===== src/hw/wsw_pkg.sv =====
package wsw_pkg;

   // register indices on the plain register port
   localparam logic [3:0] REG_CTRL       = 4'h0;
   localparam logic [3:0] REG_CFG        = 4'h1;
   localparam logic [3:0] REG_CAUSE      = 4'h2;
   localparam logic [3:0] REG_IRQ_STATUS = 4'h3;
   localparam logic [3:0] REG_IRQ_CLEAR  = 4'h4;
   localparam logic [3:0] REG_IRQ_ENABLE = 4'h5;

   // field positions
   localparam int CTRL_SW_EN_BIT   = 0;
   localparam int CFG_EN_BIT       = 0;
   localparam int CFG_PS_LSB       = 1;
   localparam int CAUSE_PD_BIT     = 3;
   localparam int CAUSE_TO_BIT     = 4;
   localparam int IRQ_TIMEOUT_BIT  = 0;
   localparam int IRQ_WAKE_BIT     = 1;
   localparam int IRQ_SLEEP_BIT    = 2;
   localparam int IRQ_RESET_BIT    = 3;

   // reset values
   localparam logic [7:0] CTRL_RESET   = 8'h00;
   localparam logic [3:0] IRQ_RESET    = 4'h0;
   localparam logic       FLAG_N_RESET = 1'b1;
   localparam logic [7:0] BYTE_ZERO    = 8'h00;

   // timing: the watchdog's own oscillator ticks once per period
   localparam int         CLK_PERIOD_NS = 8;
   localparam int         RC_PERIOD_NS  = 1000;
   localparam int         RC_CYC        = RC_PERIOD_NS / CLK_PERIOD_NS;
   localparam logic [7:0] RC_LAST       = 8'(RC_CYC - 1);
   localparam int         BASE_TICKS_DEFAULT = 18000;

   typedef struct packed {
      logic       wr;
      logic       rd;
      logic [3:0] addr;
      logic [7:0] wdata;
   } wsw_bus_req_type;

   typedef struct packed {
      logic psp_access;
      logic timer_one_interrupt;
      logic timer_one_async;
      logic timer_three_interrupt;
      logic timer_three_async;
      logic capture_interrupt;
      logic sync_serial_start_stop;
      logic sync_serial_slave;
      logic usart_interrupt;
      logic usart_sync_slave;
      logic adc_done;
      logic adc_rc_clock;
      logic eeprom_write_done;
      logic low_voltage_detect;
   } wsw_periph_type;

endpackage : wsw_pkg


===== src/hw/wsw_watchdog_sleep_wake.sv =====
// Design decisions made here: the strobed register port and the register addresses.
`timescale 1ns/1ps

// How it works
// watchdog counts ticks of its own oscillator, running through sleep
// timeout while running pulses the watchdog device reset
// timeout while asleep wakes the device instead of resetting it
// every timeout clears the timeout flag
// configuration enable forces the watchdog on regardless of software
// with configuration enable clear, software enable bit 0 switches it
// software enable resets to 0; upper seven control bits read zero
// clear or sleep instruction zeroes counter and postscaler count
// clear instruction leaves the postscaler selection untouched
// postscaler ratio comes from configuration bits 4 down to 1
// sleep clears watchdog, clears power-down flag and sets timeout (a timeout in the same cycle clears the timeout flag, power-down holds), stops driver
// ports hold their driven level and enable throughout sleep
// wake on master clear, timeout, edge interrupt, port change, peripheral
// only the listed peripheral conditions may wake the device
// base timeout period is a module parameter
module wsw_watchdog_sleep_wake
   import wsw_pkg::*;
#(
   parameter int BASE_TICKS = BASE_TICKS_DEFAULT
) (
   input  wire logic            sys_clk,
   input  wire logic            nrst,
   input  wire wsw_bus_req_type bus_req,
   output logic [7:0]           rdata_q,
   input  wire logic [7:0]      watchdog_config_byte,
   input  wire logic            master_clear_pin_n,
   input  wire logic            clear_watchdog_instr,
   input  wire logic            sleep_instr,
   input  wire logic            external_edge_interrupt,
   input  wire logic            port_b_change,
   input  wire wsw_periph_type  periph,
   input  wire logic [7:0]      port_drive,
   input  wire logic [7:0]      port_oe_n,
   output logic [7:0]           port_out_q,
   output logic [7:0]           port_oe_n_q,
   output logic                 watchdog_reset_q,
   output logic                 wake_q,
   output logic                 sleeping_q,
   output logic                 osc_driver_on_q,
   output logic                 irq_q
);

   localparam int RC_GAP = RC_CYC;

   function automatic logic [15:0] ps_last(input logic [3:0] sel);
      ps_last = (16'h0001 << sel) - 16'h0001;
   endfunction : ps_last

   // two-stage synchronisers for pins
   logic [7:0]  cfg_meta_q;
   logic [7:0]  cfg_q;
   logic        master_clear_pin_meta_q;
   logic        master_clear_pin_n_q;

   logic        sw_en_q;
   logic [7:0]  rc_div_q;
   logic [31:0] base_cnt_q;
   logic [15:0] ps_cnt_q;
   logic        to_n_q;
   logic        pd_n_q;
   logic [3:0]  irq_stat_q;
   logic [3:0]  irq_en_q;

   always_ff @(posedge sys_clk or negedge nrst) begin
      if (!nrst) begin
         cfg_meta_q  <= BYTE_ZERO;
         cfg_q       <= BYTE_ZERO;
         master_clear_pin_meta_q <= 1'b1;
         master_clear_pin_n_q    <= 1'b1;
      end else begin
         cfg_meta_q  <= watchdog_config_byte;
         cfg_q       <= cfg_meta_q;
         master_clear_pin_meta_q <= master_clear_pin_n;
         master_clear_pin_n_q    <= master_clear_pin_meta_q;
      end
   end

   // decode
   wire        wr_ctrl    = bus_req.wr && (bus_req.addr == REG_CTRL);
   wire        wr_irq_clr = bus_req.wr && (bus_req.addr == REG_IRQ_CLEAR);
   wire        wr_irq_en  = bus_req.wr && (bus_req.addr == REG_IRQ_ENABLE);
   wire        cfg_en     = cfg_q[CFG_EN_BIT];
   wire [3:0]  ps_sel     = cfg_q[CFG_PS_LSB +: 4];
   wire        wdt_run    = cfg_en || sw_en_q;

   // free-running oscillator model: never gated by sleep
   wire        rc_tick    = (rc_div_q == RC_LAST);
   wire        base_wrap  = wdt_run && rc_tick &&
                            (base_cnt_q == 32'(BASE_TICKS - 1));
   wire        timeout    = base_wrap && (ps_cnt_q == ps_last(ps_sel));
   wire        sleep_go   = sleep_instr && !sleeping_q;
   wire        wdt_clear  = clear_watchdog_instr || sleep_go || !wdt_run;

   // capture itself is suppressed while asleep, only its interrupt wakes
   wire        periph_wake = periph.psp_access ||
                             (periph.timer_one_interrupt && periph.timer_one_async) ||
                             (periph.timer_three_interrupt && periph.timer_three_async) ||
                             periph.capture_interrupt ||
                             periph.sync_serial_start_stop ||
                             periph.sync_serial_slave ||
                             (periph.usart_interrupt && periph.usart_sync_slave) ||
                             (periph.adc_done && periph.adc_rc_clock) ||
                             periph.eeprom_write_done ||
                             periph.low_voltage_detect;
   wire        wake_ev    = sleeping_q && (!master_clear_pin_n_q || timeout ||
                            external_edge_interrupt || port_b_change ||
                            periph_wake);

   wire [3:0]  irq_events = {timeout && !sleeping_q, sleep_go, wake_ev, timeout};
   // set wins over a clear landing in the same cycle
   wire [3:0]  irq_stat_d = (irq_stat_q & ~(wr_irq_clr ? bus_req.wdata[3:0] : IRQ_RESET))
                            | irq_events;

   wire [7:0]  ctrl_rd    = {7'h00, sw_en_q};
   wire [7:0]  cause_rd   = (8'(to_n_q) << CAUSE_TO_BIT) | (8'(pd_n_q) << CAUSE_PD_BIT);
   wire [7:0]  rd_mux     = (bus_req.addr == REG_CTRL)       ? ctrl_rd :
                            (bus_req.addr == REG_CFG)        ? cfg_q :
                            (bus_req.addr == REG_CAUSE)      ? cause_rd :
                            (bus_req.addr == REG_IRQ_STATUS) ? {4'h0, irq_stat_q} :
                            (bus_req.addr == REG_IRQ_ENABLE) ? {4'h0, irq_en_q} :
                            BYTE_ZERO;

   always_ff @(posedge sys_clk or negedge nrst) begin
      if (!nrst) begin
         sw_en_q  <= CTRL_RESET[CTRL_SW_EN_BIT];
         irq_en_q <= IRQ_RESET;
         rdata_q  <= BYTE_ZERO;
      end else begin
         if (wr_ctrl) begin
            sw_en_q <= bus_req.wdata[CTRL_SW_EN_BIT];
         end
         if (wr_irq_en) begin
            irq_en_q <= bus_req.wdata[3:0];
         end
         rdata_q <= bus_req.rd ? rd_mux : BYTE_ZERO;
      end
   end

   always_ff @(posedge sys_clk or negedge nrst) begin
      if (!nrst) begin
         rc_div_q <= BYTE_ZERO;
      end else begin
         rc_div_q <= rc_tick ? BYTE_ZERO : rc_div_q + 8'h01;
      end
   end

   // postscaler selection lives in configuration, only its count is cleared
   always_ff @(posedge sys_clk or negedge nrst) begin
      if (!nrst) begin
         base_cnt_q <= 32'h0;
         ps_cnt_q   <= 16'h0;
      end else if (wdt_clear || timeout) begin
         base_cnt_q <= 32'h0;
         ps_cnt_q   <= 16'h0;
      end else if (base_wrap) begin
         base_cnt_q <= 32'h0;
         ps_cnt_q   <= ps_cnt_q + 16'h0001;
      end else if (rc_tick) begin
         base_cnt_q <= base_cnt_q + 32'h1;
      end
   end

   always_ff @(posedge sys_clk or negedge nrst) begin
      if (!nrst) begin
         to_n_q <= FLAG_N_RESET;
         pd_n_q <= FLAG_N_RESET;
      end else if (timeout) begin
         to_n_q <= 1'b0;
      end else if (sleep_go) begin
         to_n_q <= 1'b1;
         pd_n_q <= 1'b0;
      end
   end

   always_ff @(posedge sys_clk or negedge nrst) begin
      if (!nrst) begin
         sleeping_q       <= 1'b0;
         osc_driver_on_q  <= 1'b1;
         wake_q           <= 1'b0;
         watchdog_reset_q <= 1'b0;
      end else begin
         sleeping_q       <= sleep_go || (sleeping_q && !wake_ev);
         osc_driver_on_q  <= !(sleep_go || (sleeping_q && !wake_ev));
         wake_q           <= wake_ev;
         watchdog_reset_q <= timeout && !sleeping_q;
      end
   end

   // ports frozen from the sleep instruction until wake
   always_ff @(posedge sys_clk or negedge nrst) begin
      if (!nrst) begin
         port_out_q  <= BYTE_ZERO;
         port_oe_n_q <= 8'hff;
      end else if (!sleeping_q && !sleep_go) begin
         port_out_q  <= port_drive;
         port_oe_n_q <= port_oe_n;
      end
   end

   always_ff @(posedge sys_clk or negedge nrst) begin
      if (!nrst) begin
         irq_stat_q <= IRQ_RESET;
         irq_q      <= 1'b0;
      end else begin
         irq_stat_q <= irq_stat_d;
         irq_q      <= |(irq_stat_d & irq_en_q);
      end
   end

   // cycles since the last clear or timeout; only the period check reads it
   logic [47:0] since_clr_q;
   wire  [47:0] period_ticks = 48'(BASE_TICKS) * (48'(ps_last(ps_sel)) + 48'h1);
   wire  [47:0] period_min   = (period_ticks - 48'h1) * 48'(RC_CYC);
   wire  [47:0] period_max   = period_ticks * 48'(RC_CYC);

   always_ff @(posedge sys_clk or negedge nrst) begin
      if (!nrst) begin
         since_clr_q <= 48'h0;
      end else if (wdt_clear || timeout) begin
         since_clr_q <= 48'h0;
      end else begin
         since_clr_q <= since_clr_q + 48'h1;
      end
   end
endmodule : wsw_watchdog_sleep_wake


===== config.mk =====
export PLATFORM = sky130hd
export DESIGN_NAME = wsw_watchdog_sleep_wake
export DESIGN_NICKNAME = d
export VERILOG_FILES = /design/src/hw/wsw_pkg.sv /design/src/hw/wsw_watchdog_sleep_wake.sv
export SDC_FILE = /design/constraint.sdc
export NUM_CORES = 1
export LEC_CHECK = 0
export BUFFER_PORTS_ARGS = -buffer_cell sky130_fd_sc_hd__buf_4
export CORE_ASPECT_RATIO = 0.9
export CORE_MARGIN = 5
export CORE_UTILIZATION = 50
export DETAILED_ROUTE_END_ITERATION = 16
export PLACE_DENSITY = 0.7
export SYNTH_ARGS = -nofsm -noshare
export SYNTH_HDL_FRONTEND = slang
export SYNTH_SLANG_ARGS = --single-unit

===== constraint.sdc =====
create_clock -name sys_clk -period 2.75 [get_ports sys_clk]
set_input_delay 0.825 -clock sys_clk [delete_from_list [all_inputs] [get_ports sys_clk]]
set_output_delay 0.825 -clock sys_clk [all_outputs]
set_load 0.03 [all_outputs]

==> reports/qor.txt, run 1 <==
status: finished clean
Cells after Synth: 583
Fill cells: 917
cts-stage hold buffer count: 0
Reg area: 2869 µm²
worst vdd ir: 0.0006915 V
Final min period: 2686 ps
part of the power in registers: 0.364
initial core utilization: 0.5134
Gate power share: 0.208
worst-path cell chain: or4_4 > ha_4 > buf_6 > buf_4 > buf_4 > xor2_2 > a21oi_1 > and4_1 > and4_4 > buf_12 > nor3_1
chip width: 124.5 µm
Worst path max stage delay: 560 ps
WP data arrival: 2940 ps
Post-Place Setup Slack: -16.93 ps
DR vias: 4,908
Final ANT Viol Nets: 0
Clk pwr share: 0.428
Initial DRC Count: 489
flops & latches, synth: 114
Slew Limit Fails: 0
CTS tree: built
post-route insts no fill: 858
RSZ-0062 raised after global routing: false
Mapped Nets: 647
DR WL/cell: 16.87 µm
DRC: 0
P_sw: 1.591 mW
Cell Int Power: 3.919 mW
Critical Path End Type: flip-flop
Syn Area/Cell: 10.11 µm²
endpoints failing setup: 0
Core Region: 11,480 µm²
Top FF cell, synth: dfrtp_1
highest-delay cell along the critical path: or4_4
fraction of registers with async set/reset: 1.000
hold crit path type: reg -> reg
clock sinks: 114
Max-Cap Viols: 0
Clock Tree Buf Depth: 2
CP delay by family, top: simple AND/OR/NAND/NOR gates
# nets final: 753
most common cell after layout, fill and taps aside: buf_4
Worst-Skew Late Latency: 410 ps
gr ovfl total: 0
Leak: 3.200 nW
final hold vios: 0
share of layout cells above drive strength 1: 0.3048
all-layer global routing usage: 0.2056
initial antenna violation count: 0
Post-synth EDFFs: 0
area of the multi-input gates: 2883 µm²
Die ar.: 14,060 µm²
post-synthesis sequential area ratio: 0.4867
switching part of the total power: 0.2887
drt pass-1 iters: 6
Max Clk Rate: 372.3 MHz
Period Utilization, post-route: 0.9766
CTS root buf: clkbuf_16
Worst-path clk slew: 60 ps
Final WS setup: 64.28 ps
DPL Wire Length: 9.893 mm
Critical Path RT: 3000 ps
largest net degree at the start of global routing: 44
IO buf count: 83
first-pass GRT wire length: 23.76 mm
row count: 37
Worst setup SP type: flip-flop
crit-path max FO: 14
final hold slack: 344.1 ps
worst path bufs/invs: 4
Final Power: 5.509 mW
vias per cell: 5.720
Cells after DPL: 815
I/O Pins: 88
Yosys cell types: 62
Slew HR: 0.5056
Slew @ Worst Pin: 741.6 ps
kind of critical path: reg -> reg
synth warn: 0
vias in the first global route: 4,953
Clock Skew: 7.025 ps
most frequent cells in the layout: 114 x buf_4, 101 x dfrtp_1, 52 x nor2_1
final wirelength: 14.48 mm
Ant. Diodes: 0
cts bufs inserted: 17
Layout area overhead: 28.93%
cell area after synthesis: 5894 µm²
crit-path most repeated cell: buf_4
GP Congestion: 0.8557
Die Ht: 113.0 µm
htree depth: 4
PwrDens: 724.9 nW/µm²
==> cell families after synthesis <==
| group | after synthesis | synth area share |
|---|---|---|
| adders and majority gates | 5 | 0.01061 |
| AOI/OAI and AO/OA | 74 | 0.09022 |
| xor gates and xnor gates | 52 | 0.07727 |
| and+or+nand+nor | 265 | 0.2545 |
| muxes | 25 | 0.04691 |
| DFF | 114 | 0.4867 |
| buffers and inverters | 48 | 0.03375 |
==> layer usage <==
metal | up-vias | track usage | wire (µm)
met4 | 0 | 0.06866 | 187
met2 | 129 | 0.3494 | 7421
li1 | 2329 | - | -
met5 | - | 0 | 0
met3 | 20 | 0.05427 | 644
met1 | 2430 | 0.2569 | 6223
==> cell usage after synthesis (4+ instances only) <==
master / number / area (µm²)
nor3_1: 37 / 185.2
nand2_1: 39 / 146.4
and4_1: 6 / 52.55
o21ai_0: 12 / 60.06
xor2_1: 19 / 166.4
nor2_1: 52 / 195.2
nand3b_1: 5 / 37.54
mux2i_1: 4 / 40.04
or4_4: 4 / 45.04
or3_1: 8 / 50.05
dfrtp_1: 101 / 2527
and2_1: 6 / 37.54
and3_1: 8 / 50.05
ha_1: 5 / 62.56
nor3_2: 6 / 60.06
clkbuf_1: 19 / 71.32
nor4_1: 19 / 118.9
xnor2_1: 33 / 289.0
inv_1: 15 / 56.30
nand4_1: 22 / 137.6
mux2_2: 21 / 236.5
nand2b_1: 8 / 50.05
nor2b_1: 5 / 31.28
dfstp_2: 13 / 341.6
a31oi_1: 4 / 25.02
a21o_1: 8 / 60.06
buf_2: 9 / 45.04
a211oi_1: 5 / 37.54
a21oi_1: 14 / 70.07
nand3_1: 21 / 105.1
==> timing repair <==
action / 4_1_cts / 5_1_grt
pin swaps: 2 / 2
buffers inserted: 3 / 6
gates cloned: 0 / 2
gates resized for setup: 1 / 11
endpoints found under the setup margin: 15 / 27
==> worst paths after layout <==
kind | slack (ps) | depth (start not counted) | startpoint | to
setup / recovery | 60 | 11 | cfg_q[4] | ps_cnt_q[10]
hold / removal | 340 | 0 | cfg_meta_q[2] | cfg_q[2]
setup reg to reg | 60 | 11 | cfg_q[4] | ps_cnt_q[10]
hold reg to reg | 340 | 0 | cfg_meta_q[2] | cfg_q[2]
max in group asynchronous | 1690 | 2 | nrst | pd_n_q
min in group asynchronous | 380 | 1 | nrst | base_cnt_q[24]
==> flip-flops by register name, summed over array words and instances (netlist names), 4 cells and up <==
name         count
irq_stat_q       4
port_oe_n_q      8
rc_div_q         8
cfg_meta_q       8
port_out_q       8
irq_en_q         4
rdata_q          8
cfg_q            8
ps_cnt_q        16
base_cnt_q      32
==> power groups by stage <==
stage | clock network, mW | logic (mW) | registers, mW
after floorplan | 0 | 0.349 | 2.33
after global placement | 0 | 1.11 | 2.02
after detailed placement | 0 | 1.13 | 2.03
after CTS | 2.39 | 1.15 | 2.00
after global routing | 2.48 | 1.21 | 2.03
final | 2.36 | 1.15 | 2.00
==> cell type report <==
| type | count | area share |
|---|---|---|
| Multi-Input combinational cell | 421 | 0.3793 |
| Sequential cell | 114 | 0.3775 |
| Timing Repair Buffer | 120 | 0.1268 |
| Clock buffer | 18 | 0.05647 |
| Clock inverter | 14 | 0.02684 |
| Tap cell | 156 | 0.02568 |
| Inverter | 15 | 0.007409 |
==> stage by stage <==
stage / util / instance area, µm² / TNS [ps]
finish: 0.6619 / 7600 / 0
global placement: 0.5931 / 6809 / 0
global route: 0.6619 / 7600 / 0
CTS: 0.6510 / 7475 / 0
detailed placement: 0.5931 / 6809 / -101.8
floorplan: - / 5906 / 0
No activity file was read; power rests on OpenSTA's default activity.
==> run 2, diff against run 1 <==
Clock period 2.75 ns to 2.3 ns, I/O delays scaled along.
==> reports/qor.txt, run 2 (synthesized netlist as in run 1, its figures left out) <==
CTS tree: built
largest net degree at the start of global routing: 41
Final ANT Viol Nets: 0
IO buf count: 83
Final min period: 2618 ps
Slew @ Worst Pin: 439.6 ps
initial core utilization: 0.5134
WP data arrival: 2920 ps
RSZ-0062 raised after global routing: true
Layout area overhead: 36.55%
Critical Path End Type: flip-flop
Leak: 3.496 nW
Initial DRC Count: 351
Die ar.: 14,060 µm²
Core Region: 11,480 µm²
cts bufs inserted: 17
Ant. Diodes: 0
endpoints failing setup: 28
vias per cell: 5.546
initial antenna violation count: 0
Final Power: 6.165 mW
row count: 37
Largest Register: base_cnt_q
# nets final: 803
gr ovfl total: 0
final hold vios: 0
kind of critical path: reg -> reg
I/O Pins: 88
failing checks: setup timing
worst vdd ir: 0.0008183 V
crit-path max FO: 14
worst-path cell chain: or4_4 > ha_4 > buf_4 > nand2b_1 > a22oi_1 > a21oi_1 > and4_1 > and4_4 > buf_12 > a21bo_2
drt pass-1 iters: 5
vias in the first global route: 5,209
max reg flops: 32
placed inst area: 7269 µm²
Critical Path RT: 2600 ps
most frequent cells in the layout: 159 x buf_4, 101 x dfrtp_1, 52 x nor2_1
GP Congestion: 0.9031
Worst setup SP type: flip-flop
PwrDens: 765.9 nW/µm²
DRC: 0
hold crit path type: in -> async
DR WL/cell: 16.57 µm
first-pass GRT wire length: 25.32 mm
status: complete, but fails checks
Worst-path clk slew: 50 ps
CTS root buf: clkbuf_16
chip width: 124.5 µm
DR vias: 5,036
Die Ht: 113.0 µm
clock sinks: 114
Clock Skew: 7.211 ps
biggest regs: base_cnt_q x32, ps_cnt_q x16
Worst path max stage delay: 560 ps
Cells after DPL: 872
most common cell after layout, fill and taps aside: buf_4
htree depth: 4
final wirelength: 15.05 mm
Clock Tree Buf Depth: 2
Slew HR: 0.7042
Worst-Skew Late Latency: 410 ps
Fill cells: 862
all-layer global routing usage: 0.2196
highest-delay cell along the critical path: or4_4
Slew Limit Fails: 0
Period Utilization, post-route: 1.138
DPL Wire Length: 10.59 mm
Max-Cap Viols: 0
cts-stage hold buffer count: 0
Final WS setup: -318.4 ps
Final Cell Area: 8049 µm²
Max Clk Rate: 381.9 MHz
share of layout cells above drive strength 1: 0.3803
post-route insts no fill: 908
## run 2: cell types whose count changed in the layout (fill, tap and decap cells not counted), sizes merged
cell    change
buf        +50
bufinv      -4
clkbuf      +2
clkinv      +3
inv         -1
## run 2: path summary, 6_finish.rpt
path	startpoint	cells after the start	endpoint	slack (ps)
hold / removal	nrst	1	rc_div_q[2]	210
hold reg to reg	cfg_meta_q[3]	0	cfg_q[3]	340
setup reg to reg	cfg_q[4]	10	wake_q	-320
setup / recovery	cfg_q[4]	10	wake_q	-320
min in group sys_clk	cfg_meta_q[3]	0	cfg_q[3]	340
max in group asynchronous	nrst	2	master_clear_pin_n_q	1480
## run 2: critical path, delay by kind of cell, from the launching register on
| kind | cells | cell delay [ps] |
|---|---|---|
| AOI/OAI and AO/OA | 3 | 520 |
| and+or+nand+nor | 4 | 1070 |
| adders and majority gates | 1 | 230 |
| buffers and inverters | 2 | 300 |
| DFF | 1 | 390 |
## run 2: routing by layer
metal	global-route usage	wire, µm
met1	0.2754	6420
met2	0.3707	7858
met3	0.05144	508
met4	0.08619	262
met5	0	0
## run 2: layout make-up
| type | count | area, µm² | area share |
|---|---|---|---|
| multi-input combinational | 421 | 3013 | 0.3743 |
| sequential | 114 | 2869 | 0.3564 |
| inverter | 15 | 56.30 | 0.006995 |
| clock buffer | 20 | 466.7 | 0.05798 |
| tap | 156 | 195.2 | 0.02425 |
| clock inverter | 12 | 82.58 | 0.01026 |
| timing repair buffer | 170 | 1366 | 0.1697 |
## run 2: power by group
group          total, mW  internal (mW)  leakage (nW)  switching (mW)
sequential          2.39           2.28          1.45           0.109
clock               2.39           1.46         0.268           0.929
combinational       1.39          0.592          1.78           0.795
total               6.17           4.33          3.50            1.83
## run 2: repair_timing
item / in CTS / in global routing
gates resized for setup: 5 / 31
buffers inserted: 1 / 2
endpoints found under the hold margin: 0 / 0
gates cloned: 0 / 1
endpoints found under the setup margin: 28 / 58
pin swaps: 4 / 9
## run 2: stage by stage
stage	util	setup slack, ps	TNS [ps]	hold WS (ps)
3_5_place_dp	0.6332	-341.4	-9153	337.0
2_1_floorplan	-	-269.9	-5986	331.2
6_report	0.7011	-318.4	-7669	214.5
4_1_cts	0.6836	-295.2	-7248	215.3
5_1_grt	0.7011	-405.1	-10580	239.3
3_3_place_gp	0.6332	-274.9	-6680	336.1
